### config.mk
export PLATFORM = sky130hd
export DESIGN_NAME = dbwc_converter
export DESIGN_NICKNAME = d
export VERILOG_FILES = /design/src/include/dbwc_pkg.sv /design/src/hw/dbwc_converter.sv
export SDC_FILE = /design/constraint.sdc
export NUM_CORES = 1
export LEC_CHECK = 0
export BUFFER_PORTS_ARGS = -buffer_cell sky130_fd_sc_hd__buf_2
export CAP_MARGIN = 20
export CORE_MARGIN = 8
export CORE_UTILIZATION = 52
export DETAILED_ROUTE_END_ITERATION = 12
export PLACE_DENSITY = 0.71
export SYNTH_ARGS = -nofsm -noshare
export SYNTH_HDL_FRONTEND = slang
export SYNTH_SLANG_ARGS = --single-unit
### constraint.sdc
create_clock -name clock -period 2.5 [get_ports clock]
set_clock_uncertainty 0.05 [all_clocks]
set_input_delay 0.375 -clock clock [delete_from_list [all_inputs] [get_ports clock]]
set_output_delay 0.375 -clock clock [all_outputs]
set_load 0.01 [all_outputs]
### src/include/dbwc_pkg.sv
// Package for the DMA bus width converter: states, strobe groups and timing constants
package dbwc_pkg;

	// Timing of the converter's own system clock, which is derived from the fast clock
	localparam int CLK_PERIOD_NS = 10;
	localparam int SYS_PERIOD_NS = 40;
	localparam int SYS_DIV = (SYS_PERIOD_NS + CLK_PERIOD_NS - 1) / CLK_PERIOD_NS;
	localparam int SYS_HALF = SYS_DIV / 2;
	localparam logic [1:0] DIV_LAST = 2'(SYS_DIV - 1);
	localparam logic [1:0] DIV_HALF = 2'(SYS_HALF);
	localparam logic [1:0] DIV_RESET = 2'h0;

	// Number of external inputs that pass through the synchroniser
	localparam int SYNC_WIDTH = 9;
	localparam logic [SYNC_WIDTH-1:0] SYNC_RESET = 9'h000;

	// Sequencer time partitions, one per system clock period
	typedef enum logic [2:0]
	{
		ST_T1 = 3'b000,
		ST_T2 = 3'b001,
		ST_TW1 = 3'b010,
		ST_TW2 = 3'b011,
		ST_RB2 = 3'b100,
		ST_PASS = 3'b101,
		ST_DONE = 3'b110,
		ST_TAIL = 3'b111
	} dbwc_state_type;

	localparam dbwc_state_type STATE_RESET = ST_T1;

	// Strobes coming from the DMA controller while it owns the bus
	typedef struct packed
	{
		logic ale;
		logic data_strobe;
		logic write_dir;
		logic byte_xfer;
	} dbwc_dma_in_type;

	// Strobes coming from the processor while it owns the bus
	typedef struct packed
	{
		logic rd;
		logic wr;
		logic sel;
	} dbwc_cpu_in_type;

	// Control outputs toward bus, port latch and transceiver
	typedef struct packed
	{
		logic rd;
		logic wr;
		logic dma_wait;
		logic pass_en;
		logic upper_clk_en;
		logic lower_drive;
		logic upper_drive;
		logic dma_data_strobe;
	} dbwc_ctl_type;

	localparam dbwc_ctl_type CTL_RESET = 8'h00;
	localparam logic LA0_RESET = 1'b0;

endpackage

### src/hw/dbwc_converter.sv
// DMA bus width converter: sequencer and strobe logic between a 16-bit DMA and an 8-bit bus
`timescale 1ns/1ps

// Function
// - Address latch strobe clears sequencer to zero
// - State one: read equals read-dir and strobe; wait
// - Byte read pass enable in second period, clock low
// - Latched address bit high in first period
// - Latched address bit valid before strobe falls
// - Word read: read strobe drops, returns; wait held
// - State two asserts upper-byte latch clock enable
// - Upper byte capture lands in state three
// - Latched address bit low before second read
// - Pass enable after second byte read
// - Wait released at end of word read
// - Word write: lower drive off, upper drive on
// - Processor master: address bit transparent under strobe
module dbwc_converter
	import dbwc_pkg::*;
(
	input wire logic clock, // Fast design clock
	input wire logic reset, // Synchronous, active high
	input wire logic hlda_pin, // DMA controller owns the bus
	input wire logic addr_bit0_pin, // Raw address bit 0 from current master
	input wire dbwc_dma_in_type dma_pins, // DMA strobes, asynchronous
	input wire dbwc_cpu_in_type cpu_pins, // Processor strobes, asynchronous
	output logic sys_clk, // Derived system clock driven to the bus
	output logic latched_addr_bit0, // System address bit 0
	output dbwc_ctl_type ctl, // Registered control strobes
	output logic bus_strobe_oe // High while read and write strobes are driven
);

	// Synchroniser stages; stage one feeds only stage two
	logic [SYNC_WIDTH-1:0] raw_in;
	logic [SYNC_WIDTH-1:0] sync1_q;
	logic [SYNC_WIDTH-1:0] sync2_q;

	// Divider for the system clock
	logic [1:0] div_q;
	logic sys_clk_q;
	logic sys_rise; // One-cycle pulse at each system rising edge
	logic ck_low; // Last clock of one system period and first clock of the next

	// Sequencer and outputs
	dbwc_state_type state_q;
	dbwc_ctl_type ctl_d;
	dbwc_ctl_type ctl_q;
	logic la0_d;
	logic la0_q;

	// Synchronised views of the inputs
	logic hlda;
	logic a0;
	dbwc_dma_in_type dma;
	dbwc_cpu_in_type cpu;
	logic word_xfer;
	logic rd_dir;

	assign raw_in = {hlda_pin, addr_bit0_pin, dma_pins, cpu_pins};

	// Two flip-flops per input bit; all pins are foreign to this clock
	genvar gi;
	generate
		for (gi = 0; gi < SYNC_WIDTH; gi++)
		begin : g_sync
			always_ff @(posedge clock)
			begin
				if (reset)
				begin
					sync1_q[gi] <= SYNC_RESET[gi];
					sync2_q[gi] <= SYNC_RESET[gi];
				end
				else
				begin
					sync1_q[gi] <= raw_in[gi];
					sync2_q[gi] <= sync1_q[gi];
				end
			end
		end
	endgenerate

	assign {hlda, a0, dma, cpu} = sync2_q;
	assign word_xfer = ~dma.byte_xfer;
	assign rd_dir = ~dma.write_dir;

	// System clock divider; high for the first half of each period
	always_ff @(posedge clock)
	begin
		if (reset)
		begin
			div_q <= DIV_RESET;
			sys_clk_q <= 1'b0;
		end
		else
		begin
			// Wrap at the end of the period
			if (div_q == DIV_LAST)
				div_q <= DIV_RESET;
			else
				div_q <= div_q + 2'h1;
			sys_clk_q <= (div_q == DIV_LAST) || (div_q < DIV_HALF - 2'h1);
		end
	end

	assign sys_rise = (div_q == DIV_RESET);
	// Registered sys_clk is high while div_q is 0 or 1; ck_low decodes div_q 3 then 0.
	// Using those two clocks keeps pass enable seamless across the state change.
	assign ck_low = (div_q > DIV_HALF) || sys_rise;

	// Sequencer: cleared by the latch strobe, otherwise counts system periods
	always_ff @(posedge clock)
	begin
		if (reset)
			state_q <= STATE_RESET;
		else if (dma.ale)
			state_q <= ST_T1;
		else if (sys_rise)
			state_q <= dbwc_state_type'(state_q + 3'h1);
	end

	// Control strobes for each time partition
	always_comb
	begin
		ctl_d = CTL_RESET;
		if (hlda)
		begin
			case (state_q)
				ST_T1:
				begin
					// Only the address bit is active here
					ctl_d = CTL_RESET;
				end
				ST_T2:
				begin
					ctl_d.rd = rd_dir & dma.data_strobe;
					ctl_d.dma_wait = 1'b1;
					ctl_d.pass_en = dma.byte_xfer & rd_dir & ck_low;
					ctl_d.wr = dma.write_dir & dma.data_strobe;
					ctl_d.lower_drive = dma.write_dir;
				end
				ST_TW1:
				begin
					ctl_d.rd = rd_dir & dma.data_strobe;
					ctl_d.upper_clk_en = word_xfer;
					ctl_d.pass_en = dma.byte_xfer & rd_dir;
					ctl_d.dma_wait = word_xfer;
					ctl_d.wr = dma.write_dir & dma.data_strobe;
					ctl_d.lower_drive = dma.write_dir;
				end
				ST_TW2:
				begin
					// Upper byte now sits in the port latch; first read strobe drops
					ctl_d.rd = dma.byte_xfer & rd_dir & dma.data_strobe;
					ctl_d.pass_en = dma.byte_xfer & rd_dir;
					ctl_d.dma_wait = word_xfer;
					ctl_d.wr = dma.byte_xfer & dma.write_dir & dma.data_strobe;
				end
				ST_RB2:
				begin
					// Second byte: read strobe returns after the address bit went low
					ctl_d.rd = rd_dir & dma.data_strobe;
					ctl_d.pass_en = dma.byte_xfer & rd_dir;
					ctl_d.dma_wait = word_xfer;
					ctl_d.wr = dma.write_dir & dma.data_strobe;
					ctl_d.lower_drive = dma.byte_xfer & dma.write_dir;
					ctl_d.upper_drive = word_xfer & dma.write_dir;
				end
				ST_PASS:
				begin
					// Latched upper byte and live lower byte reach the DMA together
					ctl_d.rd = rd_dir & dma.data_strobe;
					ctl_d.pass_en = rd_dir & (dma.byte_xfer | ck_low);
					ctl_d.dma_wait = word_xfer;
					ctl_d.wr = dma.write_dir & dma.data_strobe;
					ctl_d.upper_drive = word_xfer & dma.write_dir;
				end
				ST_DONE:
				begin
					// Wait released so the DMA strobes all sixteen bits in
					ctl_d.rd = rd_dir & dma.data_strobe;
					ctl_d.pass_en = rd_dir;
					ctl_d.dma_wait = 1'b0;
				end
				ST_TAIL:
				begin
					ctl_d.rd = rd_dir & dma.data_strobe;
					ctl_d.pass_en = rd_dir & dma.data_strobe;
				end
				default:
				begin
					ctl_d = CTL_RESET;
				end
			endcase
		end
		else
		begin
			// Processor is master; lanes steered by the latched address bit
			ctl_d.upper_clk_en = la0_q & cpu.wr & cpu.sel;
			ctl_d.pass_en = ~la0_q & cpu.wr & cpu.sel;
			ctl_d.lower_drive = ~la0_q & cpu.rd & cpu.sel;
			ctl_d.upper_drive = la0_q & cpu.rd & cpu.sel;
			// Only the second (even) byte of a write, or an even-byte read, strobes the DMA; host keeps order
			ctl_d.dma_data_strobe = ctl_d.pass_en | ctl_d.lower_drive;
		end
	end

	// Latched address bit 0 next value
	always_comb
	begin
		la0_d = la0_q;
		if (hlda)
		begin
			if (word_xfer)
			begin
				// Odd byte first, even byte second
				if (dma.ale || state_q == ST_T1)
					la0_d = 1'b1;
				else if (state_q >= ST_TW2)
					la0_d = 1'b0;
			end
			else if (dma.ale)
				la0_d = a0;
		end
		else if (dma.ale && cpu.sel)
			la0_d = a0;
	end

	// Output registers: every strobe comes from a flip-flop
	always_ff @(posedge clock)
	begin
		if (reset)
		begin
			ctl_q <= CTL_RESET;
			la0_q <= LA0_RESET;
		end
		else
		begin
			ctl_q <= ctl_d;
			la0_q <= la0_d;
		end
	end

	assign ctl = ctl_q;
	assign latched_addr_bit0 = la0_q;
	assign sys_clk = sys_clk_q;
	assign bus_strobe_oe = hlda; // Processor drives the bus strobes otherwise

endmodule // dbwc_converter

* Yosys cells after proc, flatten, opt, wreduce, memory -nomap -nowiden
Index checks and enable logic that the tools add are counted.
** Operators by class
- $add $sub $neg :: 2
- Multiply operators :: 0
- Divide/modulo/power cells :: 0
- $lt $le $gt $ge :: 3
- Equality and inequality tests :: 10
- Shift-type cells :: 0
- Muxes and demuxes :: 14
- Bitwise gates (word level) :: 23
- Reductions and logical operators :: 18
** Operators with widths (count)
- bitwise AND 1 bit :: 17
- equality test 3 bit, second input constant :: 4
- OR reduction 2 bit :: 6
- 2-to-1 mux 1 bit :: 8
- OR reduction 4 bit :: 2
- equality test 3 x 2 -> 1 bit, second input constant :: 2
- case mux 1 bit (2 select lines) :: 3
- case mux 1 bit (6 select lines) :: 1
- OR reduction 6 bit :: 1
- 2-to-1 mux 5 bit :: 1
- != test 4 x 2 -> 1 bit, second input constant :: 1
- inverter 1 bit :: 4
- adder 3 x 1 -> 3 bit, second input constant :: 1
- equality test 3 x 1 -> 1 bit, second input constant :: 1
- greater-or-equal comparator 3 x 2 -> 1 bit, second input constant :: 1
- logical NOT 3 bit :: 1
- logical OR 1 bit :: 3
- != test 3 bit, second input constant :: 1
- case mux 1 bit (3 select lines) :: 1
- AND reduction 3 bit :: 1
- OR reduction 3 bit :: 1
- adder 2 x 1 -> 2 bit, second input constant :: 1
- equality test 2 bit, second input constant :: 1
- > comparator 2 bit, second input constant :: 1
- other kinds (5) :: 6
** Storage, ports and cells
- Bits in registers :: 33
- Bits in latches :: 0
- Bits in writable memories :: 0
- Memory bits (read-only) :: 0
- Bits of input ports :: 11
- Logic and storage cells :: 100
- Memories kept :: 0

* Longest topological paths before layout
Gate-level depths: netlist of the first run.
- Depth after elaboration :: 6
- Mapped depth :: 6
- Gate-level depth less buffers :: 6

* Worst setup path before layout of the first run
No wires, ideal clock.
- Path kind :: register to register
- Start :: register state_q[1]
- End :: register ctl_q (netlist bit ctl[4])
- Setup time :: 119 ps
- Arrival time :: 1501 ps
- Data required time :: 2331 ps
- Setup slack :: 829 ps
- Cell stages (with the launch flop) :: 7
- Cell sequence :: dfxtp_1 inv_1 ha_1 and2_4 o311a_1 o31ai_1 nand2_1
** On the way
- Longest elaborated chain between the ends :: 4
** RTL lines
- start, declared :: RTL line dbwc_converter.sv:45 : dbwc_state_type state_q;
- start signal, assigned :: RTL line dbwc_converter.sv:118 : state_q <= dbwc_state_type'(state_q + 3'h1);
- equality test 3 bit or equality test 3 x 2 -> 1 bit (tied branches) :: RTL line dbwc_converter.sv:127 : case (state_q)
- OR reduction 3 bit (no line)
- case mux 1 bit (6 select lines) (*) :: RTL line dbwc_converter.sv:127
- 2-to-1 mux 5 bit (*) :: RTL line dbwc_converter.sv:125 : if (hlda)
- end signal, assigned :: RTL line dbwc_converter.sv:238 : ctl_q <= ctl_d;
- end, declared :: RTL line dbwc_converter.sv:47 : dbwc_ctl_type ctl_q;
Mark *: on every way between the ends. The rest lies on a longest branch, timed or not.
A chain may end at the register's enable or synchronous reset.

* Final worst setup path of the first run
- Start :: register state_q[1]
- End :: register ctl_q (netlist bit ctl[7])
** On the way
- Longest elaborated chain between the ends :: 3
** RTL lines (RTL line)
- equality test 3 bit (tied with other cells) :: dbwc_converter.sv:127
- OR reduction 6 bit (no line)
- case mux 1 bit (3 select lines) (*) :: dbwc_converter.sv:127
Marks and branches as above.

==> impl_metrics.csv, run 1 <==
group,metric,value,unit
floorplan,dieHeight,66.7,µm
sta,slew_violations,0,
floorplan,rows,18,
clock_tree,cts_root_buf,"clkbuf_4",
worst_setup_path,crit_family,"flip-flops",
synthesis,syn_area,0.00134,mm²
synthesis,ys_top_cells_by_area,"dfxtp_1 49%, ha_1 12%, nor2b_1 8.9%",
status,status,"complete, no violations",
final_layout,diodes,0,
detailed_routing,drtPass1Iterations,4,
clock_tree,path_clk_slew,0.10,ns
synthesis,synth_seq_cells,33,
worst_setup_path,worstReg2RegStart,"state_q[1]",
floorplan,pin_count,22,
final_layout,multiInputGateArea,622,µm²
worst_setup_path,worstPathMaxFanout,9,
synthesis,synthFlopType,"dfxtp_1",
sta,tns,0,ns
sta,fmax,0.515,GHz
detailed_routing,ant_nets,0,
detailed_routing,drt-initial-drc-count,40,
synthesis,synth_fp_nets,156,
global_route,overflow,0,
hold_path,hold_class,"in2reg",
synthesis,yosysSeqAreaShare,49.5,%
synthesis,async_reset_ff_share,0,%
synthesis,syn_area_per_cell,10.1,µm²
sta,worst_slack,0.556,ns
clock_tree,clk_latency,0.33,ns
final_layout,area_delta_synth_final,15.4,%
pwr,vdd_drop_max,0.000527,V
synthesis,synth-edff-count,0,
final_layout,seqCellArea,661,µm²
clock_tree,cts_tree,"done",
floorplan,start_util,54.4,%
synthesis,yosysUniqueCellTypes,31,
sta,slew_headroom,65.9,%
worst_setup_path,crit_slowest_cell,"dfxtp_1",
clock_tree,hold_buffers,0,
worst_setup_path,cp.arrival,2.10,ns
floorplan,fp.dieArea,0.00444,mm²
detailed_routing,drc,0,
placement,io_buffer_count,21,
placement,dp_hpwl,1720,µm
worst_setup_path,cp_cell_sequence,"inv_1 -> ha_1 -> nor2_1 -> nor2_1 -> a2111oi_0 -> nor3_1",
clock_tree,cts_buffers,5,
synthesis,synth_top_area_share,49.5,%
clock_tree,cts_buffer_depth,2,
worst_setup_path,endpoint_kind,"register",
sta,setup_viol,0,
detailed_routing,num_vias,976,
global_route,grt_max_degree,32,
placement,routabilityCongestion,0.886,
global_route,grt_pass1_wl,3940,µm
worst_setup_path,worstRegToRegCells,6,
sta,hold_viol_final,0,
worst_setup_path,worst-path-buf-inv,1,
detailed_routing,routed_wl,2390,µm
worst_setup_path,cp.required,2.66,ns
floorplan,coreArea,0.00245,mm²
worst_setup_path,start_kind,"register",
sta,tightest_slew,0.498,ns
global_route,grt_usage,11.7,%
clock_tree,clock_sinks,33,
pwr,leakagePower,0.000684,µW
final_layout,nNetsFinal,179,
synthesis,synthTopCellsByCount,"33 x dfxtp_1, 19 x nor2b_1, 13 x ha_1",
worst_setup_path,crit_path_start,"state_q[1]",
clock_tree,cts_htree_levels,2,
synthesis,synth_top_area_cell,"dfxtp_1",
worst_setup_path,cp_common_cell,"nor2_1",
worst_setup_path,reg2reg_to,"ctl[7]",
synthesis,yosysMostFrequentCell,"dfxtp_1",
worst_setup_path,reg2reg_setup_slack,0.56,ns
sta,layout_min_cycle_time,1.94,ns
worst_setup_path,critPathMaxStageDelay,0.52,ns
global_route,antenna_found_initial,0,
hold_path,min_from,"dma_pins[2]",
placement,pre_cts_ws,0.662,ns
synthesis,yosys_warnings,0,
hold_path,hold_depth,2,
pwr,power_density,758,mW/mm²
placement,placedCellCount,178,
worst_setup_path,worstSetupPathType,"reg2reg",
floorplan,die_w,66.7,µm
global_route,grt_pass1_vias,931,
final_layout,nFillCells,210,
clock_tree,cts_resized,0,
final_layout,final_cells,186,
detailed_routing,avgViaCountPerCell,5.25,
synthesis,netlist_instances,132,
sta,fin_crit_sh,77.7,%
clock_tree,post_cts_buffers,0,
hold_path,whs_endpoint,"sync1_q[5]",
detailed_routing,wl_per_cell,12.8,µm
sta,rsz0062_at_grt,"false",
flow_run,cap_violations,0,
final_layout,final_layout_size_suffix_gt1_share,19.2,%
layout make-up:
type | count | share of cell area [%]
inverter | 7 | 1.71
clock buffer | 6 | 3.33
multi-input combinational | 87 | 40.4
sequential | 33 | 42.9
timing repair buffer | 21 | 6.82
clock inverter | 2 | 2.44
tap | 30 | 2.44
flip-flops by register name (all words and copies together) (netlist names), 2 cells and up:
name     flops
cpu          3
dma          4
ctl          8
sync1_q      9
div_q        2
state_q      3
routing by layer:
layer  GRT usage (%)  vias to the layer above  part of all wire, %
met5               0                        -                    0
met4            7.20                        0                  2.1
met3            4.87                        7                  7.3
met2            19.0                       28                   46
met1            12.2                      443                   45
li1                -                      498                    -
through the flow:
step	hold slack, ns	utilization, %	area (µm²)	total power [µW]
floorplan	0.364	-	1340	720
global placement	0.366	59.1	1450	767
detailed placement	0.378	59.1	1450	761
CTS	0.181	62.7	1540	1180
global route	0.181	62.7	1540	1230
finish	0.196	62.7	1540	1170
power breakdown:
group          internal [µW]  switching (µW)
clock network            238             178
registers                556            33.7
logic                   74.3            86.5
cell usage in the layout, fill, tap and decap left out, drive strengths merged, types with 2 or more instances in the layout:
cell type,count
nor3,5
a21oi,5
nor2,10
nand2,5
a31oi,2
buf,21
inv,7
ha,13
clkbuf,6
a32oi,2
nor2b,19
a2111oi,4
nor3b,3
nand2b,4
dfxtp,33
how the worst max path moves through the flow:
| stage | endpoint | slack (ns) | depth (start not counted) |
|---|---|---|---|
| after global placement | ctl[7] | 0.51 | 6 |
| after CTS | ctl[7] | 0.61 | 6 |
| after floorplan | ctl[4] | 0.83 | 6 |
| after global routing | ctl[7] | 0.41 | 6 |
| after detailed placement | ctl[4] | 0.66 | 6 |
| final | ctl[7] | 0.56 | 6 |
kinds of logic after synthesis:
kind of cell | share of synthesized area (%)
AOI/OAI and AO/OA | 10.8
buffers and inverters | 3.94
muxes | 0.750
xor gates and xnor gates | 0.656
and+or+nand+nor | 22.2
adders and majority gates | 12.2
DFF | 49.5
Note: power is estimated with default switching activity, not from simulation.
==> run 2, diff against run 1 <==
==> constraint.sdc (replaced) <==
create_clock -name clock -period 1.8 [get_ports clock]
set_clock_uncertainty 0.05 [all_clocks]
set_input_delay 0.27 -clock clock [delete_from_list [all_inputs] [get_ports clock]]
set_output_delay 0.27 -clock clock [all_outputs]
set_load 0.01 [all_outputs]
==> impl_metrics.csv, run 2 (synthesis gave the netlist of run 1 again) <==
group,metric,value,unit
placement,routabilityCongestion,0.810,
final_layout,regMostFlops,"sync1_q",
detailed_routing,drt-initial-drc-count,27,
worst_setup_path,cp.arrival,1.87,ns
global_route,grt_usage,12.1,%
clock_tree,cts_buffer_depth,2,
pwr,power_density,987,mW/mm²
sta,slew_violations,0,
floorplan,coreArea,0.00245,mm²
clock_tree,clk_latency,0.33,ns
pwr,leakagePower,0.000694,µW
floorplan,pin_count,22,
hold_path,hold_class,"in2reg",
global_route,busiest_layer,"met2",
worst_setup_path,cp.required,1.97,ns
hold_path,min_from,"cpu_pins[2]",
global_route,met1_usage,12.9,%
global_route,grt_pass1_vias,969,
global_route,use_met3,5.37,%
sta,fin_crit_sh,94.6,%
global_route,overflow,0,
worst_setup_path,reg2reg_setup_slack,0.1,ns
clock_tree,cts_buffers,5,
sta,layout_min_cycle_time,1.70,ns
pwr,vdd_drop_max,0.000800,V
floorplan,dieHeight,66.7,µm
detailed_routing,wl_per_cell,13.5,µm
global_route,antenna_found_initial,0,
detailed_routing,avgViaCountPerCell,5.19,
worst_setup_path,worstReg2RegStart,"state_q[1]",
worst_setup_path,endpoint_kind,"register",
detailed_routing,drtPass1Iterations,4,
worst_setup_path,crit_slowest_cell,"dfxtp_2",
placement,placedCellCount,180,
sta,tightest_slew,0.553,ns
clock_tree,cts_tree,"done",
final_layout,layout_common_cells,"31 x dfxtp_1, 21 x buf_2, 19 x nor2b_1",
detailed_routing,ant_nets,0,
sta,tns,0,ns
worst_setup_path,cp_cell_sequence,"inv_1 -> ha_1 -> and2_4 -> o311a_1 -> o31ai_1 -> nand2_1",
worst_setup_path,crit_family,"compound AO/OA/AOI/OAI gates",
detailed_routing,drc,0,
global_route,grt_pass1_wl,4110,µm
worst_setup_path,worst-path-buf-inv,1,
global_route,use_met2,20.1,%
floorplan,rows,18,
final_layout,diodes,0,
worst_setup_path,reg2reg_to,"ctl[4]",
worst_setup_path,worstRegToRegCells,6,
worst_setup_path,worstSetupPathType,"reg2reg",
detailed_routing,routed_wl,2540,µm
placement,dp_hpwl,1800,µm
global_route,grt_max_degree,32,
clock_tree,clock_sinks,33,
sta,hold_viol_final,0,
final_layout,largest_reg_flops,9,
final_layout,area_delta_synth_final,15.8,%
floorplan,die_w,66.7,µm
sta,setup_viol,0,
placement,io_buffer_count,21,
final_layout,final_layout_size_suffix_gt1_share,22.2,%
sta,fmax,0.587,GHz
floorplan,fp.dieArea,0.00444,mm²
clock_tree,cts_htree_levels,2,
worst_setup_path,start_kind,"register",
final_layout,final_cells,188,
sta,slew_headroom,63.1,%
final_layout,nNetsFinal,181,
clock_tree,path_clk_slew,0.11,ns
worst_setup_path,critPathMaxStageDelay,0.41,ns
detailed_routing,num_vias,976,
hold_path,hold_depth,2,
final_layout,layout_commonest_cell,"dfxtp_1",
worst_setup_path,worstPathMaxFanout,7,
flow_run,cap_violations,0,
hold_path,whs_endpoint,"sync1_q[2]",
clock_tree,cts_root_buf,"clkbuf_4",
status,status,"complete, no violations",
floorplan,start_util,54.4,%
[run 2: worst max-delay path by stage]
stage	start	to	slack [ns]	cells after the start
2_1_floorplan	state_q[1]	ctl[4]	0.13	6
3_3_place_gp	state_q[1]	ctl[4]	0.1	6
3_5_place_dp	state_q[1]	ctl[4]	0.05	6
4_1_cts	state_q[1]	ctl[4]	0.02	6
5_1_grt	state_q[1]	ctl[4]	-0.008	6
6_report	state_q[1]	ctl[4]	0.1	6
[run 2: stage by stage]
step | worst slack (ns) | hold WS [ns] | total power [µW] | cell area (µm²) | util, %
after floorplan | 0.129 | 0.348 | 1000 | 1340 | -
after global placement | 0.0987 | 0.367 | 1070 | 1470 | 59.7
after detailed placement | 0.0514 | 0.374 | 1070 | 1470 | 59.7
after CTS | 0.0207 | 0.0925 | 1530 | 1540 | 62.6
after global routing | -0.00796 | 0.0805 | 1620 | 1550 | 63.0
final | 0.0970 | 0.108 | 1530 | 1550 | 63.0
[run 2: cell type report]
cell class	count	area [µm²]
Clock inverter	1	5.00
Multi-Input combinational cell	87	629
Timing Repair Buffer	23	120
Fill cell	220	908
Tap cell	30	37.5
Inverter	7	26.3
Sequential cell	33	663
Clock buffer	7	65.1
[run 2: per-layer routing]
layer | up-vias | part of all wire [%]
met5 | - | 0
met1 | 433 | 46
met4 | 0 | 1.5
li1 | 500 | -
met3 | 7 | 7.5
met2 | 36 | 45
[run 2: worst register-to-register path, stage by stage, from the launching register on]
cell and delay, ns:
dfxtp_2 0.41, inv_1 0.11, ha_1 0.21, and2_4 0.17, o311a_1 0.34, o31ai_1 0.24, nand2_1 0.08
[run 2: what timing repair did]
action,CTS,global route
hold buffers,0,0
gates resized for setup,0,5
endpoints found under the setup margin,0,3
hold endpoints to repair,0,0
setup buffers,0,0
[run 2: power breakdown]
group,switching [µW],internal [µW],total [µW],leakage [µW]
registers,35.8,775,811,0.000272
clock network,235,226,461,0.0000413
logic,136,119,255,0.000380
==> run 3, diff against run 2 <==
--- a/config.mk
+++ b/config.mk
@@ -8,9 +8,9 @@
 export BUFFER_PORTS_ARGS = -buffer_cell sky130_fd_sc_hd__buf_2
 export CAP_MARGIN = 20
 export CORE_MARGIN = 8
-export CORE_UTILIZATION = 52
+export CORE_UTILIZATION = 45
 export DETAILED_ROUTE_END_ITERATION = 12
-export PLACE_DENSITY = 0.71
+export PLACE_DENSITY = 0.63
 export SYNTH_ARGS = -nofsm -noshare
 export SYNTH_HDL_FRONTEND = slang
 export SYNTH_SLANG_ARGS = --single-unit
==> impl_metrics.csv, run 3 (synthesis gave the netlist of run 1 again) <==
group,metric,value,unit
placement,io_buffer_count,21,
detailed_routing,ant_nets,0,
sta,hold_viol_final,0,
hold_path,hold_depth,2,
clock_tree,cts_root_buf,"clkbuf_4",
pwr,vdd_drop_max,0.000709,V
status,status,"complete, no violations",
floorplan,pin_count,22,
clock_tree,cts_buffer_depth,2,
detailed_routing,num_vias,978,
final_layout,layout_commonest_cell,"dfxtp_1",
final_layout,nNetsFinal,181,
placement,routabilityCongestion,0.890,
sta,layout_min_cycle_time,1.65,ns
final_layout,regMostFlops,"sync1_q",
worst_setup_path,worstReg2RegStart,"state_q[0]",
worst_setup_path,endpoint_kind,"register",
final_layout,diodes,0,
detailed_routing,drtPass1Iterations,4,
worst_setup_path,reg2reg_setup_slack,0.15,ns
global_route,grt_pass1_wl,4190,µm
worst_setup_path,cp_common_cell,"ha_1",
global_route,grt_pass1_vias,987,
hold_path,min_from,"dma_pins[2]",
detailed_routing,avgViaCountPerCell,5.17,
sta,worst_hold_slack,0.0952,ns
flow_run,cap_violations,0,
global_route,grt_max_degree,32,
worst_setup_path,start_kind,"register",
worst_setup_path,cp_cell_sequence,"ha_1 -> ha_1 -> a2111oi_0 -> o21ai_0 -> a21oi_1",
floorplan,coreArea,0.00278,mm²
placement,dp_hpwl,1740,µm
sta,fin_crit_sh,91.6,%
final_layout,layout_common_cells,"31 x dfxtp_1, 21 x buf_2, 19 x nor2b_1",
worst_setup_path,cp.required,2.01,ns
sta,setup_viol,0,
detailed_routing,drc,0,
placement,pre_cts_ws,0.113,ns
hold_path,hold_class,"in2reg",
final_layout,final_util,56.8,%
detailed_routing,wl_per_cell,12.8,µm
pwr,power_density,1100,mW/mm²
sta,worst_slack,0.152,ns
clock_tree,cts_buffers,5,
final_layout,area_delta_synth_final,18.3,%
global_route,antenna_found_initial,0,
hold_path,whs_endpoint,"sync1_q[5]",
worst_setup_path,worstRegToRegCells,5,
final_layout,largest_reg_flops,9,
detailed_routing,routed_wl,2420,µm
worst_setup_path,worstSetupPathType,"reg2reg",
clock_tree,cts_htree_levels,2,
sta,tns,0,ns
floorplan,fp.dieArea,0.00497,mm²
clock_tree,path_clk_slew,0.10,ns
worst_setup_path,crit_slowest_cell,"a2111oi_0",
worst_setup_path,critPathMaxStageDelay,0.42,ns
sta,slew_violations,0,
floorplan,dieHeight,70.5,µm
worst_setup_path,cp.arrival,1.85,ns
pwr,leakagePower,0.000708,µW
worst_setup_path,worstPathMaxFanout,6,
global_route,grt_usage,10.6,%
sta,slew_headroom,65.0,%
final_layout,final_layout_size_suffix_gt1_share,22.2,%
clock_tree,cts_tree,"done",
detailed_routing,drt-initial-drc-count,66,
floorplan,rows,19,
clock_tree,clk_latency,0.33,ns
floorplan,start_util,48.0,%
sta,fmax,0.607,GHz
clock_tree,post_cts_buffers,0,
global_route,overflow,0,
sta,rsz0062_at_grt,"false",
worst_setup_path,reg2reg_to,"latched_addr_bit0",
clock_tree,clock_sinks,33,
clock_tree,hold_buffers,0,
sta,tightest_slew,0.524,ns
floorplan,die_w,70.5,µm
[run 3: worst max-delay path by stage]
stage | startpoint | to | slack (ns) | cells after the start
2_1_floorplan | state_q[1] | ctl[4] | 0.13 | 6
3_3_place_gp | state_q[0] | latched_addr_bit0 | 0.14 | 5
3_5_place_dp | state_q[0] | ctl[4] | 0.11 | 6
4_1_cts | state_q[1] | ctl[4] | 0.08 | 6
5_1_grt | state_q[1] | ctl[7] | 0.03 | 6
6_report | state_q[0] | latched_addr_bit0 | 0.15 | 5
[run 3: area by class of cell]
type                    instances  area, µm²
clock buffers                   5       37.5
well taps                      31       38.8
clock inverters                 3       65.1
repair buffers                 23        120
inverters                       7       26.3
fillers                       262       1200
flip-flops and latches         33        663
multi-input cells              87        628
[run 3: power by group]
group          leakage, µW  internal [µW]  switching, µW  total, µW
Clock            0.0000552            430            243        673
Sequential        0.000272            775           32.4        807
Combinational     0.000380            119            139        258
[run 3: metrics by stage]
stage	std cells	instance area, µm²	power, µW
floorplan	132	1340	1000
global placement	181	1470	1060
detailed placement	181	1470	1070
CTS	189	1570	1750
global route	189	1580	1830
finish	189	1580	1740
[run 3: critical path: cells and delay by family (launching register included)]
kind | cells | cell delay [ns]
flip-flops | 1 | 0.37
adder cells (fa/ha/maj) | 2 | 0.44
AO/OA/AOI/OAI | 3 | 0.72
[run 3: metal layers]
| metal | track usage, % | part of all wire [%] | up-vias |
|---|---|---|---|
| met2 | 16.6 | 49 | 29 |
| met1 | 11.1 | 43 | 444 |
| met5 | 0 | 0 | - |
| met4 | 7.14 | 1.4 | 0 |
| li1 | - | - | 501 |
| met3 | 4.66 | 6.2 | 4 |
[run 3: what timing repair did]
item                                   4_1_cts  5_1_grt
setup endpoints to repair                    0        2
endpoints found under the hold margin        0        0
gates resized for setup                      0        4
